$ cat config.mk
export PLATFORM = sky130hd
export DESIGN_NAME = fsr_top
export DESIGN_NICKNAME = d
export VERILOG_FILES = /design/src/fsr_pkg.sv /design/src/fsr_param_rom.sv /design/src/fsr_top.sv
export VERILOG_INCLUDE_DIRS = /design/src /design/src/src
export SDC_FILE = /design/constraint.sdc
export NUM_CORES = 1
export LEC_CHECK = 0
export ABC_AREA = 1
export BUFFER_PORTS_ARGS = -buffer_cell sky130_fd_sc_hd__buf_2
export CAP_MARGIN = 40
export CORE_UTILIZATION = 62
export CTS_CLUSTER_DIAMETER = 200
export DETAILED_ROUTE_END_ITERATION = 10
export PLACE_DENSITY = 0.8
export SYNTH_ARGS = -nofsm -noshare
export SYNTH_HDL_FRONTEND = slang
export SYNTH_HIERARCHICAL = 1
export SYNTH_SLANG_ARGS = --single-unit
$ cat constraint.sdc
create_clock -name clk_i -period 3.1 [get_ports clk_i]
set_input_delay 0.465 -clock clk_i [delete_from_list [all_inputs] [get_ports clk_i]]
set_output_delay 0.465 -clock clk_i [all_outputs]
set_load 0.05 [all_outputs]
$ cat src/fsr_map.svh
// fsr_map.svh: offsets, field layouts and timing counts of the suspend sequencer
`ifndef FSR_MAP_SVH
`define FSR_MAP_SVH
// clock period in ns (125 MHz)
`define FSR_CLK_NS        8
// register byte addresses
`define FSR_A_CTRL        8'h00
`define FSR_A_STAT        8'h01
`define FSR_A_PRM         8'h2C
// command bits of the control register
`define FSR_C_ERS         0
`define FSR_C_PRG         1
`define FSR_C_SUSP        2
`define FSR_C_RES         3
// status bits
`define FSR_S_BUSY        0
`define FSR_S_ESUS        1
`define FSR_S_PSUS        2
`define FSR_S_SUSP        3
`define FSR_S_REFU        4
// fields of the suspend parameter word, msb first
`define FSR_F_SUP         1'h0
`define FSR_F_EUNIT       2'h2
`define FSR_F_ECNT        5'h04
`define FSR_F_EIVL        4'h1
`define FSR_F_PUNIT       2'h2
`define FSR_F_PCNT        5'h04
`define FSR_F_PIVL        4'h1
`define FSR_F_RFU         1'h1
`define FSR_F_EPROH       4'hE
`define FSR_F_PPROH       4'hC
`define FSR_WORD          32'h441883EC
// latency unit codes in ns
`define FSR_U0_NS         128
`define FSR_U1_NS         1000
`define FSR_U2_NS         8000
`define FSR_U3_NS         64000
`define FSR_IVL_UNIT_NS   64000
// internal work times in cycles
`define FSR_SETTLE_CYC    64
`define FSR_ERASE_CYC     20000
`define FSR_PROG_CYC      4000
`endif

$ cat src/fsr_pkg.sv
// fsr_pkg: types and decode functions of the suspend sequencer
`include "fsr_map.svh"
package fsr_pkg;
   // register bus request carrier
   typedef struct packed {
      logic [7:0] addr;
      logic [7:0] wdata;
      logic       wr;
      logic       rd;
   } fsr_bus_t;

   // sequencer states
   typedef enum logic [2:0] {
      S_IDLE, S_ERS, S_PRG, S_ERS_HALT, S_PRG_HALT,
      S_ERS_SUSP, S_PRG_SUSP, S_ESUS_PRG
   } fsr_state_t;

   // max latency = (count + 1) * unit
   function automatic int unsigned fsr_lat_ns(input logic [1:0] u, input logic [4:0] c);
      int unsigned un;
      un = (u == 2'h0) ? `FSR_U0_NS : (u == 2'h1) ? `FSR_U1_NS :
           (u == 2'h2) ? `FSR_U2_NS : `FSR_U3_NS;
      return (int'(c) + 1) * un;
   endfunction
endpackage

$ cat src/fsr_param_rom.sv
// fsr_param_rom: byte-wide registered readout of the suspend parameter word
`timescale 1ns/1ps
`include "fsr_map.svh"
module fsr_param_rom
   import fsr_pkg::*;
(
   // clock and reset
   input  wire logic       clk_i,
   input  wire logic       rst_i,
   // read request
   input  wire logic       rd_i,
   input  wire logic [1:0] idx_i,
   // read data, one cycle later
   output logic [7:0]      data_o
);
   // the word is assembled from its fields so each field has one home
   localparam logic [31:0] WORD = {`FSR_F_SUP, `FSR_F_EUNIT, `FSR_F_ECNT,
      `FSR_F_EIVL, `FSR_F_PUNIT, `FSR_F_PCNT, `FSR_F_PIVL, `FSR_F_RFU,
      `FSR_F_EPROH, `FSR_F_PPROH};

   logic [7:0] q_ff;    // registered read byte
   logic [7:0] nxt_q;   // next read byte

   // ----------------------------------------------------------------
   // byte select, least significant byte at the lowest offset
   // ----------------------------------------------------------------
   always_comb
   begin
      nxt_q = q_ff;
      if (rd_i)
      begin
         nxt_q = WORD[{idx_i, 3'h0} +: 8]; // RQ10
      end
   end

   // read register
   always_ff @(posedge clk_i or posedge rst_i)
   begin
      if (rst_i)
         q_ff <= 8'h00;
      else
         q_ff <= nxt_q;
   end

   assign data_o = q_ff;
endmodule // fsr_param_rom

$ cat src/fsr_top.sv
// fsr_top: program and erase sequencer with suspend, resume and parameter readout
`timescale 1ns/1ps
`include "fsr_map.svh"
// How it works
// [RQ1] top word bit zero: suspend supported
// [RQ2] latency units 128ns, 1us, 8us, 64us
// [RQ3] erase suspends within 40 us
// [RQ4] host waits 128 us before erase resuspend
// [RQ5] program suspends within 40 us
// [RQ6] host waits 128 us before program resuspend
// [RQ7] no new erase while erase suspended
// [RQ8] no program in suspended erase sector
// [RQ9] nothing new started while program suspended
// [RQ10] word EC,83,18,44 from offset 2Ch
// [RQ11] reserved bit 8 reads one
// [RQ12] suspended state flagged; resume acts at once (a resume while a nested program runs in S_ESUS_PRG is refused)
module fsr_top
   import fsr_pkg::*;
#(
   parameter int unsigned ERS_SUSP_MAX_CYC =
      fsr_lat_ns(`FSR_F_EUNIT, `FSR_F_ECNT) / `FSR_CLK_NS,
   parameter int unsigned PRG_SUSP_MAX_CYC =
      fsr_lat_ns(`FSR_F_PUNIT, `FSR_F_PCNT) / `FSR_CLK_NS,
   parameter int unsigned ERASE_CYC        = `FSR_ERASE_CYC,
   parameter int unsigned PROG_CYC         = `FSR_PROG_CYC
)(
   // clock and reset
   input  wire logic     clk_i,
   input  wire logic     rst_i,
   // register bus
   input  wire fsr_bus_t bus_i,
   output logic [7:0]    rdata_o,
   // state flags
   output logic          busy_o,
   output logic          suspended_o
);
   // ----------------------------------------------------------------
   // constants
   // ----------------------------------------------------------------
   localparam int unsigned SETTLE = `FSR_SETTLE_CYC;
   // halt time is capped by the published max latency
   localparam int unsigned ELIM = (SETTLE < ERS_SUSP_MAX_CYC) ? SETTLE : ERS_SUSP_MAX_CYC;
   localparam int unsigned PLIM = (SETTLE < PRG_SUSP_MAX_CYC) ? SETTLE : PRG_SUSP_MAX_CYC;
   localparam int HB = 1000;   // assertion bound on the halt wait

   // all state of the sequencer
   typedef struct packed {
      fsr_state_t  st;     // sequencer state
      logic [23:0] ecnt;   // erase cycles left
      logic [23:0] pcnt;   // program cycles left
      logic [15:0] hcnt;   // halt cycles spent
      logic        refu;   // sticky refused command
      logic        rsel;   // read data come from the rom
      logic [7:0]  rdq;    // registered status read
   } fsr_regs_t;

   fsr_regs_t  r_ff;       // current state
   fsr_regs_t  nxt_r;      // next state
   logic [7:0] rom_q;      // parameter byte
   logic       rom_rd;     // parameter read strobe
   logic       cw;         // control write
   logic       ers;        // start erase command
   logic       prg;        // start program command
   logic       sus;        // suspend command
   logic       res;        // resume command
   logic       clr;        // refused flag clear
   logic       bad;        // command refused this cycle
   logic       esus;       // erase is suspended
   logic       psus;       // program is suspended
   logic [7:0] stat;       // status byte

   // ----------------------------------------------------------------
   // decode
   // ----------------------------------------------------------------
   assign cw     = bus_i.wr && bus_i.addr == `FSR_A_CTRL;
   assign ers    = cw && bus_i.wdata[`FSR_C_ERS];
   assign prg    = cw && bus_i.wdata[`FSR_C_PRG];
   assign sus    = cw && bus_i.wdata[`FSR_C_SUSP];
   assign res    = cw && bus_i.wdata[`FSR_C_RES];
   assign clr    = bus_i.wr && bus_i.addr == `FSR_A_STAT && bus_i.wdata[`FSR_S_REFU];
   assign rom_rd = bus_i.rd && bus_i.addr[7:2] == `FSR_A_PRM >> 2; // RQ10

   // a nested program keeps the erase counted as suspended
   assign esus = r_ff.st == S_ERS_SUSP || r_ff.st == S_ESUS_PRG; // RQ12
   assign psus = r_ff.st == S_PRG_SUSP; // RQ12

   // status byte, unused bits read zero
   always_comb
   begin
      stat = 8'h00;
      stat[`FSR_S_BUSY] = busy_o;
      stat[`FSR_S_ESUS] = esus;
      stat[`FSR_S_PSUS] = psus;
      stat[`FSR_S_SUSP] = esus || psus;
      stat[`FSR_S_REFU] = r_ff.refu;
   end

   // ----------------------------------------------------------------
   // sequencer
   // ----------------------------------------------------------------
   always_comb
   begin
      nxt_r = r_ff;
      bad   = 1'b0;
      unique case (r_ff.st)
         // idle: only a start is meaningful
         S_IDLE:
         begin
            if (ers)
            begin
               nxt_r.st   = S_ERS;
               nxt_r.ecnt = 24'(ERASE_CYC - 1);
            end
            else if (prg)
            begin
               nxt_r.st   = S_PRG;
               nxt_r.pcnt = 24'(PROG_CYC - 1);
            end
            else if (sus || res)
               bad = 1'b1;
         end
         // erase running; resuspend spacing is left to the host
         S_ERS:
         begin
            if (sus) // RQ4
            begin
               nxt_r.st   = S_ERS_HALT;
               nxt_r.hcnt = 16'h0000;
            end
            else
            begin
               bad = ers || prg || res;
               if (r_ff.ecnt == 24'h000000)
                  nxt_r.st = S_IDLE;
               else
                  nxt_r.ecnt = r_ff.ecnt - 24'h000001;
            end
         end
         // program running
         S_PRG:
         begin
            if (sus) // RQ6
            begin
               nxt_r.st   = S_PRG_HALT;
               nxt_r.hcnt = 16'h0000;
            end
            else
            begin
               bad = ers || prg || res;
               if (r_ff.pcnt == 24'h000000)
                  nxt_r.st = S_IDLE;
               else
                  nxt_r.pcnt = r_ff.pcnt - 24'h000001;
            end
         end
         // erase halting, bounded by the max latency
         S_ERS_HALT:
         begin
            bad = cw;
            if (r_ff.hcnt == 16'(ELIM - 1)) // RQ3
               nxt_r.st = S_ERS_SUSP;
            else
               nxt_r.hcnt = r_ff.hcnt + 16'h0001;
         end
         // program halting
         S_PRG_HALT:
         begin
            bad = cw;
            if (r_ff.hcnt == 16'(PLIM - 1)) // RQ5
               nxt_r.st = S_PRG_SUSP;
            else
               nxt_r.hcnt = r_ff.hcnt + 16'h0001;
         end
         // erase suspended: resume, or program elsewhere
         S_ERS_SUSP:
         begin
            if (res) // RQ12
               nxt_r.st = S_ERS;
            else if (prg) // RQ8
            begin
               nxt_r.st   = S_ESUS_PRG;
               nxt_r.pcnt = 24'(PROG_CYC - 1);
            end
            else
               bad = ers || sus; // RQ7
         end
         // program inside an erase suspend; cannot itself be suspended
         S_ESUS_PRG:
         begin
            bad = cw;
            if (r_ff.pcnt == 24'h000000)
               nxt_r.st = S_ERS_SUSP;
            else
               nxt_r.pcnt = r_ff.pcnt - 24'h000001;
         end
         // program suspended: only resume
         S_PRG_SUSP:
         begin
            if (res) // RQ12
               nxt_r.st = S_PRG;
            else
               bad = ers || prg || sus; // RQ9
         end
      endcase
      // a refusal in the clearing cycle survives the clear
      nxt_r.refu = bad || (r_ff.refu && !clr);
      // read path: rom bytes or status, other addresses read zero
      nxt_r.rsel = rom_rd;
      nxt_r.rdq  = (bus_i.rd && bus_i.addr == `FSR_A_STAT) ? stat : 8'h00;
   end

   // state register
   always_ff @(posedge clk_i or posedge rst_i)
   begin
      if (rst_i)
         r_ff <= '{st: S_IDLE, ecnt: 24'h000000, pcnt: 24'h000000,
                   hcnt: 16'h0000, refu: 1'b0, rsel: 1'b0, rdq: 8'h00};
      else
         r_ff <= nxt_r;
   end

   // ----------------------------------------------------------------
   // parameter word readout
   // ----------------------------------------------------------------
   fsr_param_rom u_rom (
      .clk_i  (clk_i),
      .rst_i  (rst_i),
      .rd_i   (rom_rd),
      .idx_i  (bus_i.addr[1:0]),
      .data_o (rom_q)
   );

   // outputs decode straight from the state register and the rom read register
   assign rdata_o     = r_ff.rsel ? rom_q : r_ff.rdq;
   assign busy_o      = r_ff.st inside {S_ERS, S_PRG, S_ERS_HALT, S_PRG_HALT, S_ESUS_PRG};
   assign suspended_o = esus || psus; // RQ12
endmodule // fsr_top

==> flow_metrics.tcl <==
set metrics [dict create \
    wl_per_cell_um 13.4 \
    netlist_area_um2 5400 \
    synth.distinct_cells 42 \
    gp_congestion 0.946 \
    pre_cts_slack_ns 0.920 \
    h-tree-depth 3 \
    cts_tree "built" \
    dieArea_um2 9090 \
    maxSlewHeadroom 0.447 \
    syn_to_final_growth_pct 7.62 \
    rows 33 \
    min_period_ns 2.55 \
    cp_slowest_cell "dfrtp_1" \
    ant_nets 0 \
    synth-seq-cells 80 \
    cp-end-kind "primary output" \
    portBuffers 26 \
    wl_met3_um 474 \
    hold_path_class "in2reg" \
    worstSetupPathType "reg2out" \
    final_net_count 825 \
    grt_antenna_before_repair 0 \
    worst_ir_drop_vdd_v 0.000478 \
    drt-total-wl_um 12100 \
    timing.final.crit_share 0.824 \
    timing_hold_violations_final 0 \
    clockBufferDepth 2 \
    setup_ws_ns 0.545 \
    dpl_cell_area_um2 5590 \
    final_layout_size_suffix_gt1_frac 0.116 \
    grt_max_degree 40 \
    setup_viol 0 \
    tns_ns 0 \
    wl_met2_um 5760 \
    ys_seq_area_frac 0.371 \
    r2r-start "r_ff[50]" \
    outcome "finished, final reports clean" \
    clock.fmax_mhz 391 \
    clk_latency_ns 0.36 \
    track_usage 0.290 \
    cts_buffers 9 \
    final_area_um2 5810 \
    drtPass1Iterations 5 \
    wl_met1_um 5630 \
    io_pins 30 \
    clkSlewWorstSetupHoldPaths_ns 0.09 \
    cts_root_buf "clkbuf_8" \
    routed_via_density 5.51 \
    maxCapViolations 0 \
    slew_viol_final 0 \
    fin_skew_ns 0.0139 \
    tightestPinTransition_ns 0.822 \
    synth_fp_nets 802 \
    grt_pass1_vias 4662 \
    highest_layer "met4" \
    seq_area_um2 2000 \
    multiInputGateArea_um2 2990 \
    cp_max_fo 16 \
    worstPathRequired_ns 2.63 \
    p_leak_nw 2.87 \
    vias 4989 \
    drc 0 \
    start_util 0.648 \
    drtIter0Drc 278 \
    start_kind "register" \
    avgSynthCellArea_um2 6.99 \
    cp_common_cell "inv_2" \
    synth_cells 773 \
    overflow 0 \
    core_area_um2 8340 \
    dp.final_hpwl_um 8720 \
    cts_resized 0 \
    crit_start "r_ff[76]" \
    grt_pass1_wl_um 20600 \
    yosys_warnings 6 \
    max_stage_delay_ns 0.54 \
    hold_start "bus_i[16]" \
    rsz0062_at_grt "no" \
    worstPathCellList "inv_2 -> o21ai_4 -> inv_2 -> nand3_1 -> buf_2" \
    antennaDiodeCount 0 \
    cts_sinks 80 \
    n_fill_cell 720 \
    die_x_um 95.4 \
    die_y_um 95.4 \
    arrival_ns 2.09 \
    p_per_area_nw_per_um2 560 \
]
registers in the layout, summed over array words and instances (netlist names):
signal,cells
r_ff,74
u_rom/data_o,6
worst max-delay path, delay by kind of cell, from the launching register on:
family	cells	cell delay [ns]
buffers and inverters	3	0.63
DFF	1	0.54
AOI/OAI and AO/OA	1	0.42
and+or+nand+nor	1	0.12
where the power goes:
group	leakage, nW	switching [W]	internal [W]	total (W)
clock network	0.110	0.000400	0.000452	0.000852
registers	1.01	0.000160	0.00119	0.00135
logic	1.74	0.000721	0.000332	0.00105
through the flow:
step / power, W / std cells / utilization / hold WS [ns]
2_1_floorplan: 0.00220 / 773 / - / 0.256
3_3_place_gp: 0.00236 / 888 / 0.668 / 0.398
3_5_place_dp: 0.00240 / 889 / 0.671 / 0.336
4_1_cts: 0.00325 / 906 / 0.697 / 0.333
5_1_grt: 0.00346 / 906 / 0.697 / 0.352
6_report: 0.00325 / 906 / 0.697 / 0.348
cell type report:
| class | count | area share |
|---|---|---|
| inverter | 76 | 0.0491 |
| timing repair buffer | 31 | 0.0336 |
| sequential | 80 | 0.344 |
| clock inverter | 6 | 0.0144 |
| tap | 105 | 0.0226 |
| clock buffer | 10 | 0.0219 |
| multi-input combinational | 598 | 0.514 |
cells in the mapped netlist, drive strengths merged:
library cell | instances | area [um^2]
o21bai | 1 | 7.51
xnor2 | 6 | 52.6
nor4 | 3 | 18.8
mux2 | 5 | 56.3
nor3 | 10 | 50.1
o21a | 1 | 7.51
o22ai | 5 | 31.3
a31oi | 1 | 6.26
a21oi | 7 | 46.3
o21ai | 39 | 221
ha | 9 | 113
clkbuf | 6 | 23.8
or2 | 5 | 31.3
nor2 | 141 | 577
xor2 | 28 | 245
o32ai | 1 | 8.76
nand2 | 231 | 916
nand4 | 14 | 87.6
o31ai | 2 | 15.0
o211ai | 2 | 15.0
inv | 76 | 285
nand3b | 4 | 30.0
nand3 | 83 | 453
buf | 13 | 103
dfrtp | 80 | 2000
placed cells by master (no fill, tap or decap), types with 4 or more instances in the layout:
cell and n:
nand2_1 221, nor2_1 135, dfrtp_1 80, nand3_1 77, inv_1 63, xor2_1 28
buf_2 26, o21ai_0 23, nand4_1 14, inv_2 13, o21ai_1 13, nor3_1 10
ha_1 9, clkbuf_8 9, nand2_2 7, a21oi_1 6, xnor2_1 6, nand3_2 5
mux2_2 5, o22ai_1 5, nand3b_1 4, or2_2 4
worst paths after layout:
| path | end | slack, ns | cells after the start |
|---|---|---|---|
| worst min register to register | u_rom/data_o[4] | 0.48 | 2 |
| worst max register to register | r_ff[60] | 0.90 | 10 |
| min in group asynchronous | r_ff[8] | 0.52 | 3 |
| worst max-delay path | busy_o | 0.55 | 5 |
| max in group asynchronous | r_ff[63] | 1.93 | 5 |
| worst min-delay path | r_ff[8] | 0.35 | 2 |
layer usage:
| metal | track usage | up-vias |
|---|---|---|
| li1 | - | 2514 |
| met1 | 0.374 | 2347 |
| met2 | 0.488 | 107 |
| met3 | 0.0375 | 21 |
| met4 | 0.122 | 0 |
| met5 | 0 | - |
timing repair:
item | CTS | global route
buffers inserted | 0 | 0
hold buffers | 1 | 0
endpoints found under the hold margin | 1 | 0
kinds of logic (layout without fill, tap and decap cells):
family,after synthesis,in the layout,share of synthesized area
AND/OR/NAND/NOR,491,491,0.400
buffers and inverters,95,123,0.0762
flip-flops,80,80,0.371
AO/OA/AOI/OAI,59,59,0.0665
XOR/XNOR,34,34,0.0551
adder cells (fa/ha/maj),9,9,0.0208
multiplexers,5,5,0.0104
No activity file was read; power rests on OpenSTA's default activity.
